[src/uef_pkg.sv]
// package of the usb event flag block: register map, field positions, timing
// assumes a 200 MHz pclk and a full-speed bus of 12 Mbit/s
package uef_pkg;
   localparam int CLK_PERIOD_NS = 5;
   localparam logic [11:0] OFF_EVENT_FLAGS = 12'h000;
   localparam logic [11:0] OFF_EVENT_ENABLES = 12'h004;
   localparam logic [11:0] OFF_ERROR_FLAGS = 12'h008;
   localparam logic [11:0] OFF_ERROR_ENABLES = 12'h00C;
   localparam logic [11:0] OFF_XFER_STATUS = 12'h010;
   localparam int REG_BITS = 8;
   // event flag bit positions
   localparam int BIT_STALL = 7;
   localparam int BIT_ATTACH = 6;
   localparam int BIT_RESUME = 5;
   localparam int BIT_IDLE = 4;
   localparam int BIT_TOKEN_DONE = 3;
   localparam int BIT_FRAME_START = 2;
   localparam int BIT_SUMMARY_ERR = 1;
   localparam int BIT_RESET_DETACH = 0;
   // error flag bit positions
   localparam int BIT_TURNAROUND = 4;
   localparam logic [7:0] FLAGS_RESET = 8'h00;
   localparam logic [7:0] ENABLES_RESET = 8'h00;
   // line states, {dp, dm}
   localparam logic [1:0] LINE_SE0 = 2'h0;
   localparam logic [1:0] LINE_J = 2'h2;
   localparam logic [1:0] LINE_K = 2'h1;
   // timing
   localparam real HOLD_US = 2.5;
   localparam int HOLD_CYC = int'($ceil(HOLD_US * 1000.0 / CLK_PERIOD_NS));
   localparam int IDLE_MS = 3;
   localparam int IDLE_CYC = IDLE_MS * 1000000 / CLK_PERIOD_NS;
   localparam int TIMER_W = 20;
   localparam int BIT_RATE_HZ = 12000000;
   localparam int TURN_BIT_TIMES = 16;
   localparam int TURN_CYC = int'($ceil(real'(TURN_BIT_TIMES) * 1.0e9 /
      real'(BIT_RATE_HZ) / real'(CLK_PERIOD_NS)));
   localparam int TURN_W = 9;
   // transfer status fifo: endpoint[3:0], direction, ping-pong bank
   localparam int STAT_W = 6;
   localparam int STAT_DEPTH = 4;
   localparam int STAT_AW = 2;
   localparam int STAT_SHIFT = 2;
endpackage

[src/uef_event_flags.sv]
// usb event flags, error flags, enables and module interrupt over apb
// assumes sie event inputs are one-cycle pulses on pclk; dp/dm are pins
module uef_event_flags #(
   parameter int IDLE_CYCLES = uef_pkg::IDLE_CYC
) (
   input wire logic pclk, // system clock, 200 MHz
   input wire logic presetn, // async reset, active low
   input wire logic psel, // apb select
   input wire logic penable, // apb access phase
   input wire logic pwrite, // apb direction
   input wire logic [11:0] paddr, // apb byte address
   input wire logic [31:0] pwdata, // apb write data
   input wire logic [3:0] pstrb, // apb byte strobes
   output logic [31:0] prdata, // apb read data
   output logic pready, // apb ready
   output logic pslverr, // apb error, unmapped address
   input wire logic host_operation_enable, // host mode when high
   input wire logic line_dp, // d+ pin level
   input wire logic line_dm, // d- pin level
   input wire logic stall_rx_event, // stall handshake received
   input wire logic stall_tx_event, // stall handshake sent
   input wire logic token_done_event, // token processing finished
   input wire logic [uef_pkg::STAT_W-1:0] token_status, // endpoint info
   output logic token_ready, // status fifo has room
   input wire logic sof_rx_event, // sof token received
   input wire logic sof_threshold_event, // host sof threshold reached
   input wire logic bus_reset_event, // valid usb reset seen
   input wire logic eop_event, // end of packet, reply awaited
   input wire logic packet_start_event, // reply packet begins
   input wire logic [7:0] error_events, // sie error pulses by bit
   output logic module_interrupt_request // module interrupt
);
   import uef_pkg::*;

   ////////////////////////////////////////////////////////////////////////
   typedef struct packed {
      logic [1:0] sync1;
      logic [1:0] line;
      logic [1:0] line_d;
      logic attached;
      logic [7:0] ev;
      logic [7:0] ev_en;
      logic [7:0] err;
      logic [7:0] err_en;
      logic turn_run;
      logic [TURN_W-1:0] turn_cnt;
      logic [31:0] rdata;
      logic irq;
   } uef_state_type;
   uef_state_type st_r, st_nxt;
   // line pins idle at j, so the synchroniser starts there
   localparam uef_state_type ST_RESET = '{sync1: LINE_J, line: LINE_J,
      line_d: LINE_J, default: '0};

   function automatic logic hit(input logic [11:0] a, input logic [11:0] o);
      hit = (a == o);
   endfunction

   function automatic int hold_of(input int i);
      hold_of = (i == 1) ? IDLE_CYCLES : HOLD_CYC;
   endfunction

   ////////////////////////////////////////////////////////////////////////
   // line timers: 0 resume, 1 idle, 2 attach, 3 detach
   logic [3:0] tcond;
   logic [3:0] tdone;
   logic host;
   logic se0;
   logic line_quiet;

   assign host = host_operation_enable;
   assign se0 = (st_r.line == LINE_SE0);
   assign line_quiet = (st_r.line == st_r.line_d);
   assign tcond[0] = (st_r.line == LINE_K);
   assign tcond[1] = (st_r.line == LINE_J);
   assign tcond[2] = host && !st_r.attached && !se0 && line_quiet;
   assign tcond[3] = host && st_r.attached && se0;

   genvar gi;
   generate
      for (gi = 0; gi < 4; gi++) begin : g_tmr
         uef_line_timer #(.CYC(hold_of(gi))) u_tmr (
            .pclk(pclk),
            .presetn(presetn),
            .cond(tcond[gi]),
            .done(tdone[gi])
         );
      end
   endgenerate

   ////////////////////////////////////////////////////////////////////////
   // transfer status fifo
   logic [STAT_W-1:0] stat_head;
   logic [STAT_AW:0] stat_count;
   logic stat_push;
   logic stat_pop;

   assign token_ready = (stat_count != (STAT_AW + 1)'(STAT_DEPTH));
   assign stat_push = token_done_event && token_ready;

   uef_stat_fifo u_fifo (
      .pclk(pclk),
      .presetn(presetn),
      .push(stat_push),
      .push_data(token_status),
      .pop(stat_pop),
      .head(stat_head),
      .count(stat_count)
   );

   ////////////////////////////////////////////////////////////////////////
   // apb decode
   logic mapped;
   logic wr;
   logic [7:0] clr_ev;
   logic [7:0] clr_err;
   logic [7:0] ev_set;
   logic [7:0] err_set;
   logic summary;
   logic [7:0] ev_view;

   assign mapped = hit(paddr, OFF_EVENT_FLAGS) ||
      hit(paddr, OFF_EVENT_ENABLES) || hit(paddr, OFF_ERROR_FLAGS) ||
      hit(paddr, OFF_ERROR_ENABLES) || hit(paddr, OFF_XFER_STATUS);
   assign wr = psel && penable && pwrite && pstrb[0] && mapped;
   assign clr_ev = (wr && hit(paddr, OFF_EVENT_FLAGS)) ?
      pwdata[REG_BITS-1:0] : 8'h00;
   assign clr_err = (wr && hit(paddr, OFF_ERROR_FLAGS)) ?
      pwdata[REG_BITS-1:0] : 8'h00;
   assign stat_pop = clr_ev[BIT_TOKEN_DONE] && st_r.ev[BIT_TOKEN_DONE];
   assign summary = |(st_r.err & st_r.err_en);
   always_comb begin
      ev_view = st_r.ev;
      ev_view[BIT_SUMMARY_ERR] = summary;
   end
   assign pready = 1'b1;
   assign pslverr = psel && penable && !mapped;

   ////////////////////////////////////////////////////////////////////////
   // hardware set sources
   always_comb begin
      ev_set = 8'h00;
      ev_set[BIT_STALL] = host ? stall_rx_event : stall_tx_event;
      ev_set[BIT_ATTACH] = tdone[2];
      ev_set[BIT_RESUME] = tdone[0];
      ev_set[BIT_IDLE] = tdone[1];
      ev_set[BIT_TOKEN_DONE] = stat_push;
      ev_set[BIT_FRAME_START] = host ? sof_threshold_event :
         sof_rx_event;
      ev_set[BIT_RESET_DETACH] = host ? tdone[3] :
         bus_reset_event;
      // bits 7 to 0 from the sie, bit 4 also set by the turnaround timer
      // bit 1 is crc5 in device mode, eof in host mode
      // bit 0 is pid check failure
      err_set = error_events;
      err_set[BIT_TURNAROUND] = error_events[BIT_TURNAROUND] ||
         (st_r.turn_run && st_r.turn_cnt == TURN_W'(TURN_CYC - 1));
   end

   ////////////////////////////////////////////////////////////////////////
   always_comb begin
      st_nxt = st_r;
      st_nxt.sync1 = {line_dp, line_dm};
      st_nxt.line = st_r.sync1;
      st_nxt.line_d = st_r.line;
      if (tdone[2]) begin
         st_nxt.attached = 1'b1;
      end else if (tdone[3] || !host) begin
         st_nxt.attached = 1'b0;
      end
      // set wins over a simultaneous clear
      st_nxt.ev = (st_r.ev & ~clr_ev) | ev_set;
      st_nxt.ev[BIT_SUMMARY_ERR] = 1'b0;
      if (stat_pop && stat_count > (STAT_AW + 1)'(1)) begin
         st_nxt.ev[BIT_TOKEN_DONE] = 1'b1;
      end
      st_nxt.err = (st_r.err & ~clr_err) | err_set;
      if (wr && hit(paddr, OFF_EVENT_ENABLES)) begin
         st_nxt.ev_en = pwdata[REG_BITS-1:0];
      end
      if (wr && hit(paddr, OFF_ERROR_ENABLES)) begin
         st_nxt.err_en = pwdata[REG_BITS-1:0];
      end
      // turnaround: count idle after eop until a reply starts
      if (packet_start_event || !(st_r.line == LINE_J)) begin
         st_nxt.turn_run = 1'b0;
         st_nxt.turn_cnt = '0;
      end else if (eop_event) begin
         st_nxt.turn_run = 1'b1;
         st_nxt.turn_cnt = '0;
      end else if (st_r.turn_run) begin
         if (st_r.turn_cnt == TURN_W'(TURN_CYC - 1)) begin
            st_nxt.turn_run = 1'b0;
         end else begin
            st_nxt.turn_cnt = st_r.turn_cnt + TURN_W'(1);
         end
      end
      // read data captured in the setup phase
      if (psel && !penable && !pwrite) begin
         st_nxt.rdata = 32'h0000_0000;
         case (paddr)
            OFF_EVENT_FLAGS: st_nxt.rdata[REG_BITS-1:0] = ev_view;
            OFF_EVENT_ENABLES: st_nxt.rdata[REG_BITS-1:0] = st_r.ev_en;
            OFF_ERROR_FLAGS: st_nxt.rdata[REG_BITS-1:0] = st_r.err;
            OFF_ERROR_ENABLES: st_nxt.rdata[REG_BITS-1:0] = st_r.err_en;
            OFF_XFER_STATUS: begin
               st_nxt.rdata[REG_BITS-1:0] =
                  {stat_head, {STAT_SHIFT{1'b0}}};
            end
            default: st_nxt.rdata = 32'h0000_0000;
         endcase
      end
      // error summary reaches the request only through its enable
      st_nxt.irq = |(ev_view & st_r.ev_en);
   end

   always_ff @(posedge pclk or negedge presetn) begin
      if (!presetn) begin
         st_r <= ST_RESET;
      end else begin
         st_r <= st_nxt;
      end
   end

   assign prdata = st_r.rdata;
   assign module_interrupt_request = st_r.irq;

   // per-bit error set and sticky event flags
   generate
      for (gi = 0; gi < 8; gi++) begin : g_chk

         if (gi != BIT_SUMMARY_ERR) begin : g_ev

         end
      end
   endgenerate
endmodule

[src/uef_line_timer.sv]
// line condition timer: one pulse once a level has held for CYC cycles
// assumes cond is already synchronous to pclk
module uef_line_timer #(
   parameter int CYC = 500
) (
   input wire logic pclk, // system clock
   input wire logic presetn, // async reset, active low
   input wire logic cond, // level being timed
   output logic done // one-cycle pulse when held
);
   import uef_pkg::*;
   typedef struct packed {
      logic [TIMER_W-1:0] cnt;
      logic fired;
      logic done;
   } uef_tmr_type;
   uef_tmr_type st_r, st_nxt;

   always_comb begin
      st_nxt = st_r;
      st_nxt.done = 1'b0;
      if (!cond) begin
         st_nxt.cnt = '0;
         st_nxt.fired = 1'b0;
      end else if (!st_r.fired) begin
         if (st_r.cnt == TIMER_W'(CYC - 1)) begin
            st_nxt.fired = 1'b1;
            st_nxt.done = 1'b1;
         end else begin
            st_nxt.cnt = st_r.cnt + TIMER_W'(1);
         end
      end
   end

   always_ff @(posedge pclk or negedge presetn) begin
      if (!presetn) begin
         st_r <= '0;
      end else begin
         st_r <= st_nxt;
      end
   end

   assign done = st_r.done;
endmodule

[src/uef_stat_fifo.sv]
// transfer status fifo: small memory with registered head word
// assumes push is refused by the caller while full
module uef_stat_fifo (
   input wire logic pclk, // system clock
   input wire logic presetn, // async reset, active low
   input wire logic push, // store one entry
   input wire logic [uef_pkg::STAT_W-1:0] push_data, // entry stored
   input wire logic pop, // drop the head entry
   output logic [uef_pkg::STAT_W-1:0] head, // head entry, registered
   output logic [uef_pkg::STAT_AW:0] count // entries held
);
   import uef_pkg::*;
   typedef struct packed {
      logic [STAT_DEPTH-1:0][STAT_W-1:0] mem;
      logic [STAT_AW-1:0] wp;
      logic [STAT_AW-1:0] rp;
      logic [STAT_AW:0] cnt;
      logic [STAT_W-1:0] head;
   } uef_fifo_type;
   uef_fifo_type st_r, st_nxt;

   always_comb begin
      st_nxt = st_r;
      if (push) begin
         st_nxt.mem[st_r.wp] = push_data;
         st_nxt.wp = st_r.wp + STAT_AW'(1);
      end
      if (pop) begin
         st_nxt.rp = st_r.rp + STAT_AW'(1);
      end
      st_nxt.cnt = st_r.cnt + (STAT_AW + 1)'(push) - (STAT_AW + 1)'(pop);
      st_nxt.head = st_nxt.mem[st_nxt.rp];
   end

   always_ff @(posedge pclk or negedge presetn) begin
      if (!presetn) begin
         st_r <= '0;
      end else begin
         st_r <= st_nxt;
      end
   end

   assign head = st_r.head;
   assign count = st_r.cnt;
endmodule
[config.mk]
export PLATFORM = sky130hd
export DESIGN_NAME = uef_event_flags
export DESIGN_NICKNAME = d
export VERILOG_FILES = /design/src/uef_pkg.sv /design/src/uef_event_flags.sv /design/src/uef_line_timer.sv /design/src/uef_stat_fifo.sv
export SDC_FILE = /design/constraint.sdc
export NUM_CORES = 1
export LEC_CHECK = 0
export BUFFER_PORTS_ARGS = -buffer_cell sky130_fd_sc_hd__buf_2
export CAP_MARGIN = 0
export CORE_MARGIN = 3
export CORE_UTILIZATION = 40
export CTS_CLUSTER_DIAMETER = 40
export CTS_CLUSTER_SIZE = 40
export DETAILED_ROUTE_END_ITERATION = 6
export GPL_ROUTABILITY_DRIVEN = 0
export PLACE_DENSITY_LB_ADDON = 0.25
export SETUP_SLACK_MARGIN = 0.2
export SLEW_MARGIN = 10
export SYNTH_ARGS = -nofsm -noshare
export SYNTH_HDL_FRONTEND = slang
export SYNTH_HIERARCHICAL = 1
export SYNTH_SLANG_ARGS = --single-unit
[constraint.sdc]
create_clock -name pclk -period 2.5 [get_ports pclk]
set_input_delay 0.375 -clock pclk [delete_from_list [all_inputs] [get_ports pclk]]
set_output_delay 0.375 -clock pclk [all_outputs]
set_load 0.01 [all_outputs]
==> impl_results.md <==
- CTS root buf: clkbuf_16
- Largest family of logic cells by synthesized area: simple AND/OR/NAND/NOR gates
- GRT busiest layer: met2
- Worst EP arrival: 2450 ps
- DRC violations left: 0
- Multi-input gate area: 4340 um^2
- Dpl cell area: 9940 um^2
- Fill count: roughly 2,100
- Final-report setup violation count: 0
- ANT cells: 0
- Core area: between 20,000 and 25,000 um^2
- Internal Power: 5.13 mW
- Main flop type after synthesis: dfrtp_1
- Setup Fix Bufs, Post-CTS: 0
- Slew HR: 0.617
- Layout cells sized above 1: 0.199
- Clk_lat worst skew: about 430 ps
- DRT Wirelength: a little under 20,000 um
- GR Util met1: 0.224
- Max Cap Viol: 0
- Final setup margin: 388 ps
- CTS tree: yes
- Sw Ratio: 0.270
- Remaining Overflow, GRT: 0
- Max-slew violations: 0
- Register area: about 4600 um^2
- Mean area per synthesized cell: 10.8 um^2
- Count of cell types in the netlist: 69
- Post-route cell area: 10,500 um^2
- Total vias in the final route: approximately 6,500
- Final core area utilization: 0.461
- Post-synthesis xor/xnor area fraction: 0.0510
- CP Launch Type: flip-flop
- Total global-route track usage: 0.156
- Clk buf depth: 2
- First-pass GRT wire length: 32,900 um
- H-Tree Depth: 4
- RSZ-0062 raised after global routing: false
- Synthesis-to-finish area growth: 11.9%
- Num CTS Buffers: 17
- Worst Reg-to-Reg Cells: 8
- Die width: 159 um
- Least-Margin Pin Slew: between 500 and 600 ps
- Worst r2r src: u_fifo/count[1]$_DFF_PN0_
- Vias in the first global route: approximately 6,400
- Adder-cell share of the synthesized area: 0.0181
- DIE HEIGHT: 159 um
- Setup TNS: 0 ps
- Cell row count: 55
- Sequential share of power: 0.479
- Final Cycle Share: 0.845
- Die area: around 25,000 um^2
- Clock power share: 0.373
- Synthesized cell area: roughly 9400 um^2
- R2R Setup Slk: 390 ps
- Power, Total: 7.02 mW
- Synth warn: 6
- Post-synthesis sequential area ratio: 0.485
- WHS Endpoint: st_nxt[79]$_DFF_PN1_
- Mux cell area share after synthesis: 0.0923
- Post-synth EDFFs: 0
- Number of detailed-route iterations in the first pass: 5
- Crit. End Element: flip-flop
- Reg-to-Reg End: u_fifo/count[2]$_DFF_PN0_
- Syn Inst Count: 872
- Post-synthesis simple-gate area fraction: 0.196
- Clock slew at reported path FFs: around 70 ps
- Antenna violations before repair: 0
- Hold Crit Class: primary input to flip-flop
- Yosys reg bits: 182
- Largest cells by area after synthesis: dfrtp_1 (48%), buf_4 (3.4%), mux4_2 (3.1%)
- VDD IR max: 434 uV
- Hold_sp: line_dp
- Logic pwr share: 0.148
- GRT met3 Usage: 0.0312
- ANT nets after route: 0
- Compound-Gate Fraction of Synth Area: 0.0906
- Starting Density: 0.412
- Largest area contributor in the netlist: dfrtp_1
- Peak Freq: 0.473 GHz
- Dpl hpwl: between 10,000 and 15,000 um
- Power Density: around 670 nW/um^2
- DR iter-0 viols: 329
- Pre-CTS WS: approximately 120 ps
- Worst EP required: 2840 ps
- Crit path kind: flip-flop to flip-flop
- Final hold vios: 0
- Crit path max fanout: 5
- FFs w/ async S/R, synth: 1.00
- Final #Nets: 1,017
- Status: completed
- Largest net degree at the start of global routing: 70
- Final Skew: 11.8 ps
- Wire per inst: about 15 um
- Post-layout minimum cycle time: around 2100 ps
- Post-DR vias/cell: 5.22
- IO buf count: 61
- Net Sw Power: 1.89 mW
- Leakage power: 4.54 nW
- Grt met2 use: 0.242
- Yosys top cell area share: 0.476
- Clk sink count: 182
- Ports: 114
- Worst Hold Depth: 1
## state kept, by name, summed over array words and instances (netlist names)
register,cells
st_r,37
u_fifo/count,3
u_fifo/st_r,28
module_interrupt_request,1
u_fifo/head,6
g_tmr.u_tmr/st_r,84
st_nxt,4
prdata,8
ev_view,7
g_tmr.u_tmr/done,4
## layout make-up
class | count | area share
Sequential cell | 182 | 0.433
Clock buffer | 17 | 0.0404
Timing Repair Buffer | 82 | 0.0474
Tap cell | 313 | 0.0372
Multi-Input combinational cell | 600 | 0.412
Inverter | 43 | 0.0153
Clock inverter | 15 | 0.0146
## critical path: stages, from the launching register on
cell	delay, ps
dfrtp_1	400
nor2_1	90
nand2_1	100
and2_1	310
buf_4	220
ha_1	210
fa_1	380
xnor2_1	190
xnor2_1	150
## cell families after synthesis
kind of cell / after synthesis
AND/OR/NAND/NOR: 314
flip-flops: 182
AO/OA/AOI/OAI: 134
buffers and inverters: 113
multiplexers: 61
XOR/XNOR: 53
adder cells (fa/ha/maj): 13
other: 2
## metal layers
layer	share of wire	wire length, um
met5	0	0
met4	0.010	196
met3	0.037	704
met2	0.46	8810
met1	0.49	9510
## cells in the mapped netlist, drive strengths merged, types with 26 or more instances
library cell    n
a21oi          27
buf            58
dfrtp         179
inv            43
mux2           40
nand2          58
nand3          26
nand4          29
nor2           66
o21ai          33
xnor2          26
xor2           27
## power by group through the flow
stage                     sequential [mW]  clock [mW]  combinational [mW]
after floorplan                      3.38           0               0.905
after global placement               3.42           0                1.02
after detailed placement             3.43           0                1.05
after CTS                            3.37        2.69                1.05
after global routing                 3.40        2.82                1.15
final                                3.37        2.62                1.04
## layout by cell type, fill, tap and decap left out, types with 26 or more instances in the layout
cell,instances
nor2_1,63
dfrtp_1,179
nand2_1,54
buf_2,60
inv_1,41
xor2_1,26
a21oi_1,27
nand4_1,27
nand3_1,26
o21ai_0,32
## repair_timing
item,CTS,global route
hold buffers,1,0
endpoints found under the hold margin,65,0
resized for setup,0,0
## worst max path at each step
stage,startpoint,end,slack [ps],cells past startpoint
global placement,paddr[9],u_fifo/count[2]$_DFF_PN0_,160,10
CTS,u_fifo/count[1]$_DFF_PN0_,u_fifo/count[2]$_DFF_PN0_,360,8
detailed placement,paddr[9],u_fifo/count[2]$_DFF_PN0_,120,10
floorplan,paddr[9],u_fifo/count[2]$_DFF_PN0_,210,10
finish,u_fifo/count[1]$_DFF_PN0_,u_fifo/count[2]$_DFF_PN0_,390,8
global route,u_fifo/count[1]$_DFF_PN0_,u_fifo/count[2]$_DFF_PN0_,230,8
## stage by stage
step	instances	hold slack, ps
floorplan	895	79.4
global placement	1219	362
detailed placement	1219	361
CTS	1252	23.2
global route	1252	26.8
finish	1252	47.3
No activity file was read; power rests on OpenSTA's default activity.
